## src/design/tlgb_pkg.sv

```systemverilog
// shared constants and state types of the telegram block handshake
package tlgb_pkg;
    // ------------------------------------------------------------
    // widths
    // ------------------------------------------------------------
    localparam int BYTE_W = 8;
    localparam int LEN_W = 16;
    // ------------------------------------------------------------
    // image layout, byte offsets in bus order
    // ------------------------------------------------------------
    localparam logic [7:0] OFS_SWITCH = 8'h00;
    localparam logic [7:0] OFS_COUNT_A = 8'h01;
    localparam logic [7:0] OFS_COUNT_B = 8'h02;
    localparam logic [7:0] OFS_LEN_LO = 8'h03;
    localparam logic [7:0] OFS_LEN_HI = 8'h04;
    localparam logic [7:0] OFS_PAYLOAD = 8'h05;
    localparam logic [7:0] HDR_LEN = 8'h05;
    localparam int AREA_MAX = 235;
    // ------------------------------------------------------------
    // counter values and reset values
    // ------------------------------------------------------------
    localparam logic [7:0] SEQ_WRAP = 8'hff;
    localparam logic [7:0] SEQ_FIRST = 8'h01;
    localparam logic [7:0] BYTE_ZERO = 8'h00;
    localparam logic [15:0] LEN_ZERO = 16'h0000;
    // ------------------------------------------------------------
    // state types
    // ------------------------------------------------------------
    typedef enum logic [5:0] {
        UP_IDLE = 6'h01,
        UP_LOAD = 6'h02,
        UP_FILL = 6'h04,
        UP_PUBLISH = 6'h08,
        UP_WAIT = 6'h10,
        UP_DRAIN = 6'h20
    } tlgb_up_state_type;
    typedef enum logic [2:0] {
        DN_IDLE = 3'h1,
        DN_SEND = 3'h2,
        DN_ACK = 3'h4
    } tlgb_dn_state_type;
endpackage : tlgb_pkg

```

## src/design/tlgb_ram_if.sv

```systemverilog
// write and read port of one payload area
interface tlgb_ram_if;
    import tlgb_pkg::*;
    logic wrEn;
    logic [7:0] wrAddr;
    logic [7:0] wrData;
    logic [7:0] rdAddr;
    logic [7:0] rdData;
    modport mem (input wrEn, input wrAddr, input wrData, input rdAddr, output rdData);
    modport user (output wrEn, output wrAddr, output wrData, output rdAddr, input rdData);
endinterface : tlgb_ram_if

```

## src/design/tlgb_image_ram.sv

```systemverilog
// payload area storage with one write port and one read port
module tlgb_image_ram (
    // clock
    input wire logic ref_clk,
    // port
    tlgb_ram_if.mem port
);
    import tlgb_pkg::*;
    logic [7:0] mem [AREA_MAX];
    // no reset: contents are only read after being written or zero filled
    always_ff @(posedge ref_clk) begin
        if (port.wrEn && port.wrAddr < 8'(AREA_MAX)) begin
            mem[port.wrAddr] <= port.wrData;
        end
    end
    assign port.rdData = (port.rdAddr < 8'(AREA_MAX)) ? mem[port.rdAddr] : BYTE_ZERO;
endmodule : tlgb_image_ram

```

## src/design/tlgb_seq_wrap.sv

```systemverilog
// sequence counter that wraps from its top value to one, never to zero
module tlgb_seq_wrap (
    // clock and reset
    input wire logic ref_clk,
    input wire logic rst,
    // control
    input wire logic advance,
    // count
    output logic [7:0] count
);
    import tlgb_pkg::*;
    always_ff @(posedge ref_clk or posedge rst) begin
        if (rst) begin
            count <= BYTE_ZERO;
        end else if (advance) begin
            count <= (count == SEQ_WRAP) ? SEQ_FIRST : count + 8'h01;
        end
    end
endmodule : tlgb_seq_wrap

```

## src/design/tlgb_telegram_block_handshake.sv

```systemverilog
// counter-handshaked telegram framer between serial side and fieldbus images
// ------------------------------------------------------------
// How it works
// - long incoming telegrams go out as successive blocks in the same fields
// - first block: leading data, whole length, then sequence advance
// - ack equals sequence: next part, length minus area, advance again
// - image order: switch byte, sequence then ack (upstream image) or ack then sequence (downstream image), length low then high, data
// - payload area is image length minus five header bytes
// - downstream bytes beyond the indicated length are ignored
// - both directions run independently; done when counters match
// - unacknowledged mode truncates incoming telegrams, reports full length
// - unacknowledged mode drops oversized downstream telegrams entirely
// - unacknowledged mode advances sequence without waiting for ack
// - unacknowledged mode lets a new telegram overwrite an unread one
// - unused payload bytes are zeroed before the sequence advance
// - sequence counter wraps 255 to 1, zero only after reset
// - reset zeroes upstream sequence, downstream ack and upstream length
// ------------------------------------------------------------
module tlgb_telegram_block_handshake (
    // clock and reset
    input wire logic ref_clk,
    input wire logic rst,
    // configuration, from gateway logic on ref_clk
    input wire logic ackMode,
    input wire logic [tlgb_pkg::BYTE_W-1:0] inImageLen,
    input wire logic [tlgb_pkg::BYTE_W-1:0] outImageLen,
    // incoming telegram from serial side
    input wire logic rxValid,
    input wire logic [tlgb_pkg::BYTE_W-1:0] rxData,
    input wire logic [tlgb_pkg::LEN_W-1:0] rxLen,
    output logic rxReady,
    // outgoing telegram to serial side
    output logic txValid,
    output logic [tlgb_pkg::BYTE_W-1:0] txData,
    output logic txLast,
    input wire logic txReady,
    // upstream image read by the fieldbus
    input wire logic [tlgb_pkg::BYTE_W-1:0] swInStatus,
    input wire logic [tlgb_pkg::BYTE_W-1:0] fbRdAddr,
    output logic [tlgb_pkg::BYTE_W-1:0] fbRdData,
    // downstream image written by the fieldbus
    input wire logic fbWrEn,
    input wire logic [tlgb_pkg::BYTE_W-1:0] fbWrAddr,
    input wire logic [tlgb_pkg::BYTE_W-1:0] fbWrData,
    input wire logic fbCycleDone,
    output logic [tlgb_pkg::BYTE_W-1:0] swOutCtrl
);
    import tlgb_pkg::*;

    // ------------------------------------------------------------
    // declarations
    // ------------------------------------------------------------
    tlgb_up_state_type upState_reg;
    tlgb_dn_state_type dnState_reg;
    logic [7:0] nIn, nOut, upSeq;
    logic [7:0] upIdx_reg, upBlk_reg, upAck_reg;
    logic [15:0] upRem_reg, upLen_reg, upDrain_reg;
    logic rxReady_reg, upTake, upStart, upResume;
    logic [7:0] dnSeq_reg, dnAck_reg, dnIdx_reg, dnCnt_reg, swOutCtrl_reg;
    logic [15:0] dnLen_reg;
    logic dnFinal_reg, dnGo, txValid_reg, txLast_reg;
    logic [7:0] txData_reg, fbRdData_reg;

    tlgb_ram_if upPort ();
    tlgb_ram_if dnPort ();

    // bytes that fit into the area for a given remaining length
    function automatic logic [7:0] blockSize(input logic [15:0] rem, input logic [7:0] area);
        blockSize = (rem > {8'h00, area}) ? area : rem[7:0];
    endfunction : blockSize

    // ------------------------------------------------------------
    // area sizes and storage
    // ------------------------------------------------------------
    assign nIn = inImageLen - HDR_LEN;
    assign nOut = outImageLen - HDR_LEN;

    tlgb_image_ram upRam (
        .ref_clk(ref_clk),
        .port(upPort.mem)
    );
    tlgb_image_ram dnRam (
        .ref_clk(ref_clk),
        .port(dnPort.mem)
    );
    tlgb_seq_wrap upSeqCnt (
        .ref_clk(ref_clk),
        .rst(rst),
        .advance(upState_reg == UP_PUBLISH),
        .count(upSeq)
    );

    // ------------------------------------------------------------
    // upstream: serial telegram into blocks
    // ------------------------------------------------------------
    assign upTake = rxValid && rxReady_reg;
    // unacknowledged mode overwrites whatever the master has not read yet
    assign upStart = rxValid && (!ackMode || upAck_reg == upSeq);
    assign upResume = upAck_reg == upSeq;
    assign upPort.wrEn = (upState_reg == UP_LOAD && upTake) || upState_reg == UP_FILL;
    assign upPort.wrAddr = upIdx_reg;
    assign upPort.wrData = (upState_reg == UP_FILL) ? BYTE_ZERO : rxData;
    assign upPort.rdAddr = fbRdAddr - OFS_PAYLOAD;

    always_ff @(posedge ref_clk or posedge rst) begin
        if (rst) begin
            upState_reg <= UP_IDLE;
            upIdx_reg <= BYTE_ZERO;
            upBlk_reg <= BYTE_ZERO;
            upRem_reg <= LEN_ZERO;
            upLen_reg <= LEN_ZERO;
            upDrain_reg <= LEN_ZERO;
        end else begin
            case (upState_reg)
                UP_IDLE: begin
                    if (upStart) begin
                        upRem_reg <= rxLen;
                        upBlk_reg <= blockSize(rxLen, nIn);
                        upIdx_reg <= BYTE_ZERO;
                        upState_reg <= UP_LOAD;
                    end
                end
                UP_LOAD: begin
                    if (upIdx_reg == upBlk_reg) begin
                        upState_reg <= UP_FILL;
                    end else if (upTake) begin
                        upIdx_reg <= upIdx_reg + 8'h01;
                    end
                end
                UP_FILL: begin
                    if (upIdx_reg >= nIn) begin
                        upState_reg <= UP_PUBLISH;
                    end else begin
                        upIdx_reg <= upIdx_reg + 8'h01;
                    end
                end
                UP_PUBLISH: begin
                    // length lands on the same edge as the count, after the payload
                    upLen_reg <= upRem_reg;
                    if (upRem_reg > {8'h00, nIn} && ackMode) begin
                        upRem_reg <= upRem_reg - {8'h00, nIn};
                        upState_reg <= UP_WAIT;
                    end else if (upRem_reg > {8'h00, nIn}) begin
                        upDrain_reg <= upRem_reg - {8'h00, nIn};
                        upState_reg <= UP_DRAIN;
                    end else begin
                        upState_reg <= UP_IDLE;
                    end
                end
                UP_WAIT: begin
                    if (upResume) begin
                        upBlk_reg <= blockSize(upRem_reg, nIn);
                        upIdx_reg <= BYTE_ZERO;
                        upState_reg <= UP_LOAD;
                    end
                end
                UP_DRAIN: begin
                    if (upDrain_reg == LEN_ZERO) begin
                        upState_reg <= UP_IDLE;
                    end else if (upTake) begin
                        upDrain_reg <= upDrain_reg - 16'h0001;
                    end
                end
                default: begin
                    upState_reg <= UP_IDLE;
                end
            endcase
        end
    end

    // registered ready: predicted one cycle ahead so it never overshoots a block
    always_ff @(posedge ref_clk or posedge rst) begin
        if (rst) begin
            rxReady_reg <= 1'b0;
        end else begin
            case (upState_reg)
                UP_IDLE: rxReady_reg <= upStart && blockSize(rxLen, nIn) != BYTE_ZERO;
                UP_WAIT: rxReady_reg <= upResume && blockSize(upRem_reg, nIn) != BYTE_ZERO;
                UP_LOAD: rxReady_reg <= ({1'b0, upIdx_reg} + {8'h00, upTake}) < {1'b0, upBlk_reg};
                UP_PUBLISH: rxReady_reg <= !ackMode && upRem_reg > {8'h00, nIn};
                UP_DRAIN: rxReady_reg <= (upDrain_reg - {15'h0000, upTake}) != LEN_ZERO;
                default: rxReady_reg <= 1'b0;
            endcase
        end
    end

    // ------------------------------------------------------------
    // downstream image header, written by the fieldbus
    // ------------------------------------------------------------
    always_ff @(posedge ref_clk or posedge rst) begin
        if (rst) begin
            swOutCtrl_reg <= BYTE_ZERO;
            upAck_reg <= BYTE_ZERO;
            dnSeq_reg <= BYTE_ZERO;
            dnLen_reg <= LEN_ZERO;
        end else if (fbWrEn) begin
            case (fbWrAddr)
                OFS_SWITCH: swOutCtrl_reg <= fbWrData;
                OFS_COUNT_A: upAck_reg <= fbWrData;
                OFS_COUNT_B: dnSeq_reg <= fbWrData;
                OFS_LEN_LO: dnLen_reg[7:0] <= fbWrData;
                OFS_LEN_HI: dnLen_reg[15:8] <= fbWrData;
                default: ;
            endcase
        end
    end
    assign dnPort.wrEn = fbWrEn && fbWrAddr >= OFS_PAYLOAD;
    assign dnPort.wrAddr = fbWrAddr - OFS_PAYLOAD;
    assign dnPort.wrData = fbWrData;
    assign dnPort.rdAddr = dnIdx_reg;

    // ------------------------------------------------------------
    // downstream: image blocks out to the serial side
    // ------------------------------------------------------------
    // a new count is only looked at once a whole fieldbus cycle has landed
    assign dnGo = fbCycleDone && dnSeq_reg != dnAck_reg;

    always_ff @(posedge ref_clk or posedge rst) begin
        if (rst) begin
            dnState_reg <= DN_IDLE;
            dnAck_reg <= BYTE_ZERO;
            dnIdx_reg <= BYTE_ZERO;
            dnCnt_reg <= BYTE_ZERO;
            dnFinal_reg <= 1'b0;
            txValid_reg <= 1'b0;
            txData_reg <= BYTE_ZERO;
            txLast_reg <= 1'b0;
        end else begin
            case (dnState_reg)
                DN_IDLE: begin
                    if (dnGo && !ackMode && dnLen_reg > {8'h00, nOut}) begin
                        dnState_reg <= DN_ACK;
                    end else if (dnGo) begin
                        dnIdx_reg <= BYTE_ZERO;
                        dnCnt_reg <= blockSize(dnLen_reg, nOut);
                        dnFinal_reg <= dnLen_reg <= {8'h00, nOut};
                        dnState_reg <= DN_SEND;
                    end
                end
                DN_SEND: begin
                    if (!txValid_reg || txReady) begin
                        if (dnIdx_reg < dnCnt_reg) begin
                            txValid_reg <= 1'b1;
                            txData_reg <= dnPort.rdData;
                            txLast_reg <= dnFinal_reg && dnIdx_reg == dnCnt_reg - 8'h01;
                            dnIdx_reg <= dnIdx_reg + 8'h01;
                        end else begin
                            txValid_reg <= 1'b0;
                            txLast_reg <= 1'b0;
                            dnState_reg <= DN_ACK;
                        end
                    end
                end
                DN_ACK: begin
                    dnAck_reg <= dnSeq_reg;
                    dnState_reg <= DN_IDLE;
                end
                default: begin
                    dnState_reg <= DN_IDLE;
                end
            endcase
        end
    end

    // ------------------------------------------------------------
    // upstream image read port
    // ------------------------------------------------------------
    always_ff @(posedge ref_clk or posedge rst) begin
        if (rst) begin
            fbRdData_reg <= BYTE_ZERO;
        end else begin
            case (fbRdAddr)
                OFS_SWITCH: fbRdData_reg <= swInStatus;
                OFS_COUNT_A: fbRdData_reg <= upSeq;
                OFS_COUNT_B: fbRdData_reg <= dnAck_reg;
                OFS_LEN_LO: fbRdData_reg <= upLen_reg[7:0];
                OFS_LEN_HI: fbRdData_reg <= upLen_reg[15:8];
                default: fbRdData_reg <= (fbRdAddr < inImageLen) ? upPort.rdData : BYTE_ZERO;
            endcase
        end
    end

    assign rxReady = rxReady_reg;
    assign txValid = txValid_reg;
    assign txData = txData_reg;
    assign txLast = txLast_reg;
    assign fbRdData = fbRdData_reg;
    assign swOutCtrl = swOutCtrl_reg;
endmodule : tlgb_telegram_block_handshake

```

## config.mk

```make
export PLATFORM = sky130hd
export DESIGN_NAME = tlgb_telegram_block_handshake
export DESIGN_NICKNAME = d
export VERILOG_FILES = /design/src/design/tlgb_pkg.sv /design/src/design/tlgb_ram_if.sv /design/src/design/tlgb_image_ram.sv /design/src/design/tlgb_seq_wrap.sv /design/src/design/tlgb_telegram_block_handshake.sv
export SDC_FILE = /design/constraint.sdc
export NUM_CORES = 2
export LEC_CHECK = 0
export BUFFER_PORTS_ARGS = -buffer_cell sky130_fd_sc_hd__buf_2
export CAP_MARGIN = 20
export CELL_PAD_IN_SITES_DETAIL_PLACEMENT = 0
export CELL_PAD_IN_SITES_GLOBAL_PLACEMENT = 1
export CORE_AREA = 8 8 637 639
export CTS_CLUSTER_SIZE = 25
export DETAILED_ROUTE_END_ITERATION = 16
export DIE_AREA = 0 0 645 647
export PLACE_DENSITY_LB_ADDON = 0.1
export SLEW_MARGIN = 15
export SYNTH_ARGS = -nofsm -noshare
export SYNTH_HDL_FRONTEND = slang
export SYNTH_HIERARCHICAL = 1
export SYNTH_SLANG_ARGS = --single-unit
```

## constraint.sdc

```tcl
create_clock -name ref_clk -period 7.95 [get_ports ref_clk]
set_input_delay 1.9875 -clock ref_clk [delete_from_list [all_inputs] [get_ports ref_clk]]
set_output_delay 1.9875 -clock ref_clk [all_outputs]
set_load 0.005 [all_outputs]
```

==> impl_metrics.ini <==
[cts]
cts_buffers = 428
h-tree-depth = 5
cts_root_buffer = clkbuf_16
path_clk_slew_ps = 60
ctsResizeCount = 0
hold_buffers = 0
cts_setup_buffers = 0
clk_latency_ps = 990
cts_sinks = 3925
clockBufferDepth = 4
tritoncts = done

[critical_path]
start_kind = input pin
cp_max_fo = 17
r2r_start = upState_reg[4]
required_ps = 8860
cp_data_arrival_time_ps = 6500
crit_type = in -> reg
crit_family = compound AO/OA/AOI/OAI gates
path_buf_inv = 2
slowest_delay_ps = 1190
crit_path_top_delay_cell = a311oi_1
crit_chain = buf_2 > o21ai_0 > buf_2 > xor2_4 > nor2b_2 > a22oi_1 > nand2_1 > a22oi_1 > a311oi_1 > o31a_1 > a31o_2
cp-startpoint = fbRdAddr[0]
endpoint_kind = flop

[layout]
final.fill_count = 33862
fin_cells = 13864
drive_gt1_share_pct = 24.2
reg.largest.list = dnRam/mem (1880), upRam/mem (1880)
fin_area_um2 = 178000
nNetsFinal = 8397
syn2layout_area_growth_pct = 13.2

[power]
vdd.ir_drop.worst_mv = 0.181
intPower_mw = 36.1
switching_share_pct = 23.8
seq_power_share_pct = 49.6
power.density_nw_per_um2 = 265
pwr-share-clk_pct = 42.0
switching_power_mw = 11.3
leakage_nw = 55.7
comb_power_share_pct = 8.4

[sta]
period_minus_slack_ps = 5600
slew_headroom_pct = 12.8
hold_viol = 0
fin_tns_setup_ps = 0
fmax_ghz = 0.179
finalClockSkew_ps = 52.8
setup_viol = 0
grt_setup_unrepaired = no
worstMarginPinSlew_ps = 1300
maxSlewViolCount = 0
post-route-period-util_pct = 70.4

[job]
cap_violations = 0

[hold_path]
hold_path.class = reg -> reg
worstHoldStart = upLen_reg[13]

[detailed_routing]
ant_nets = 0
drtIter0Drc = 7185
wirelength_um = 451000
dr_wl_met2_um = 228000
drcViolationCount = 0
dr_wl_met3_um = 18000
viasPerCell = 5.71
vias = 79106
drt_pre_antenna_iters = 5
wire_per_inst_um = 32.5
wl_met1_um = 191000
topRoutingLayerUsed = met5

[placed_design]
dp_hpwl_um = 281000
numPortBuffers = 105
gp_congestion = 0.857
dpl_cell_area_um2 = 164000
dp_cells = 13060

[yosys]
seq_area_frac_synth_pct = 74.3
synth_warnings = 6
async_flop_share_pct = 4.20
synth_edf_count = 3760
ys_types = 94
synthFlopType = edfxtp_1
syn-mean-instance-area_um2 = 19.8
synthCells = 7950
ys_ff_latch = 3925
synth_nets = 8096
netlist_area_um2 = 158000

[grt]
grt_max_degree = 168
grt_overflow = 0
grt_pass1_vias = 81890
grt_usage_pct = 21.2
antenna_found_initial = 16
grt_pass1_wl_um = 639000

[die]
die_area_um2 = 417000
start_util_pct = 39.9
io_pins = 106
coreArea_um2 = 395000
die_h_um = 647
die_width_um = 645
num_rows = 231

[outcome]
status = complete, no violations
logic make-up (layout without fill, tap and decap cells):
family / after synthesis / in the layout / synth area share [%]
fa+ha+maj: 70 / 70 / 0.557
buf+inv: 516 / 1182 / 1.88
xor+xnor: 93 / 93 / 0.517
other cells: 0 / 6 / 0
flops: 3925 / 3925 / 74.3
compound gates: 754 / 754 / 3.37
mux: 1318 / 1318 / 15.7
simple gates: 1274 / 1274 / 3.66
path summary, 6_finish.rpt:
| check | to | slack (ps) | cells past startpoint |
|---|---|---|---|
| worst max-delay path | fbRdData[1] | 2350 | 11 |
| worst min-delay path | upLen_reg[13] | 480 | 2 |
| worst max register to register | upRam/mem[102][5] | 3230 | 7 |
| worst min register to register | upLen_reg[13] | 480 | 2 |
| max in group asynchronous | dnIdx_reg[1] | 5250 | 3 |
| min in group asynchronous | upSeqCnt/count[5] | 1070 | 2 |
worst min-delay path: cells and delay by family, from the launching register on:
kind / cells / cell delay, ps
AND/OR/NAND/NOR: 2 / 110
flip-flops: 1 / 340
synthesized netlist by cell type (66+ instances only):
library cell,count,area (µm²)
mux2_2,122,1370
o22ai_1,101,632
a22oi_1,80,601
buf_4,75,563
mux2i_1,282,2820
clkbuf_1,185,694
buf_2,96,480
ha_1,66,826
nand3_1,73,365
mux4_2,914,20600
inv_1,70,263
edfxtp_1,3760,113000
a21oi_1,94,470
nor2_1,628,2360
dfrtp_1,163,4080
nand2_1,232,871
o21ai_0,121,606
through the flow:
step / power, mW / setup WS (ps) / util, % / hold slack [ps]
6_report: 47.3 / 2350 / 45.2 / 482
5_1_grt: 48.8 / 2320 / 45.2 / 509
4_1_cts: 47.9 / 2440 / 45.2 / 479
3_5_place_dp: 28.0 / 1300 / 41.6 / 462
3_3_place_gp: 27.9 / 878 / 41.6 / 458
2_1_floorplan: 26.2 / 1730 / - / 440
placed cells by master (no fill, tap or decap), drive strengths merged, types with 12 or more instances in the layout:
master / synthesis / layout
edfxtp: 3760 / 3760
mux4: 914 / 914
nor2: 628 / 628
clkbuf: 185 / 523
buf: 260 / 312
mux2i: 282 / 282
nand2: 232 / 232
clkinv: 0 / 187
dfrtp: 163 / 163
o21ai: 147 / 147
mux2: 122 / 122
o22ai: 101 / 101
a21oi: 94 / 94
inv: 71 / 87
a22oi: 80 / 80
nand3: 73 / 73
ha: 66 / 66
nor2b: 60 / 60
nor3: 56 / 56
nor4: 55 / 55
xnor2: 51 / 51
bufinv: 0 / 48
a221oi: 47 / 47
xor2: 42 / 42
a211oi: 41 / 41
o211ai: 35 / 35
a2111oi: 31 / 31
nand2b: 29 / 29
clkinvlp: 0 / 25
nand4: 23 / 23
o22a: 22 / 22
a31oi: 20 / 20
and2: 20 / 20
or3: 19 / 19
and3: 15 / 15
o211a: 15 / 15
or2: 14 / 14
nor3b: 14 / 14
o2111ai: 12 / 12
o31ai: 12 / 12
routing by layer:
metal / vias to the layer above / global-route usage, %
met5: - / 0
met4: 8 / 5.80
met3: 583 / 2.38
met2: 1977 / 36.7
met1: 43150 / 28.6
li1: 33388 / -
cell type report:
| cell class | count | area, µm² | area share (%) |
|---|---|---|---|
| Tap cell | 5242 | 6560 | 3.68 |
| Sequential cell | 3925 | 117000 | 65.6 |
| Antenna cell | 6 | 15.0 | 0.00842 |
| Clock inverter | 276 | 2870 | 1.61 |
| Multi-Input combinational cell | 3509 | 37800 | 21.2 |
| Timing Repair Buffer | 316 | 2630 | 1.47 |
| Inverter | 71 | 289 | 0.162 |
| Clock buffer | 519 | 11100 | 6.25 |
power by group through the flow:
| stage | registers (mW) | logic [mW] | clock network, mW |
|---|---|---|---|
| floorplan | 23.9 | 2.32 | 0 |
| global placement | 23.9 | 3.99 | 0 |
| detailed placement | 23.9 | 4.04 | 0 |
| CTS | 23.5 | 4.05 | 20.3 |
| global route | 23.5 | 4.25 | 21.0 |
| finish | 23.5 | 3.98 | 19.9 |
(Power assumes the default switching activity.)
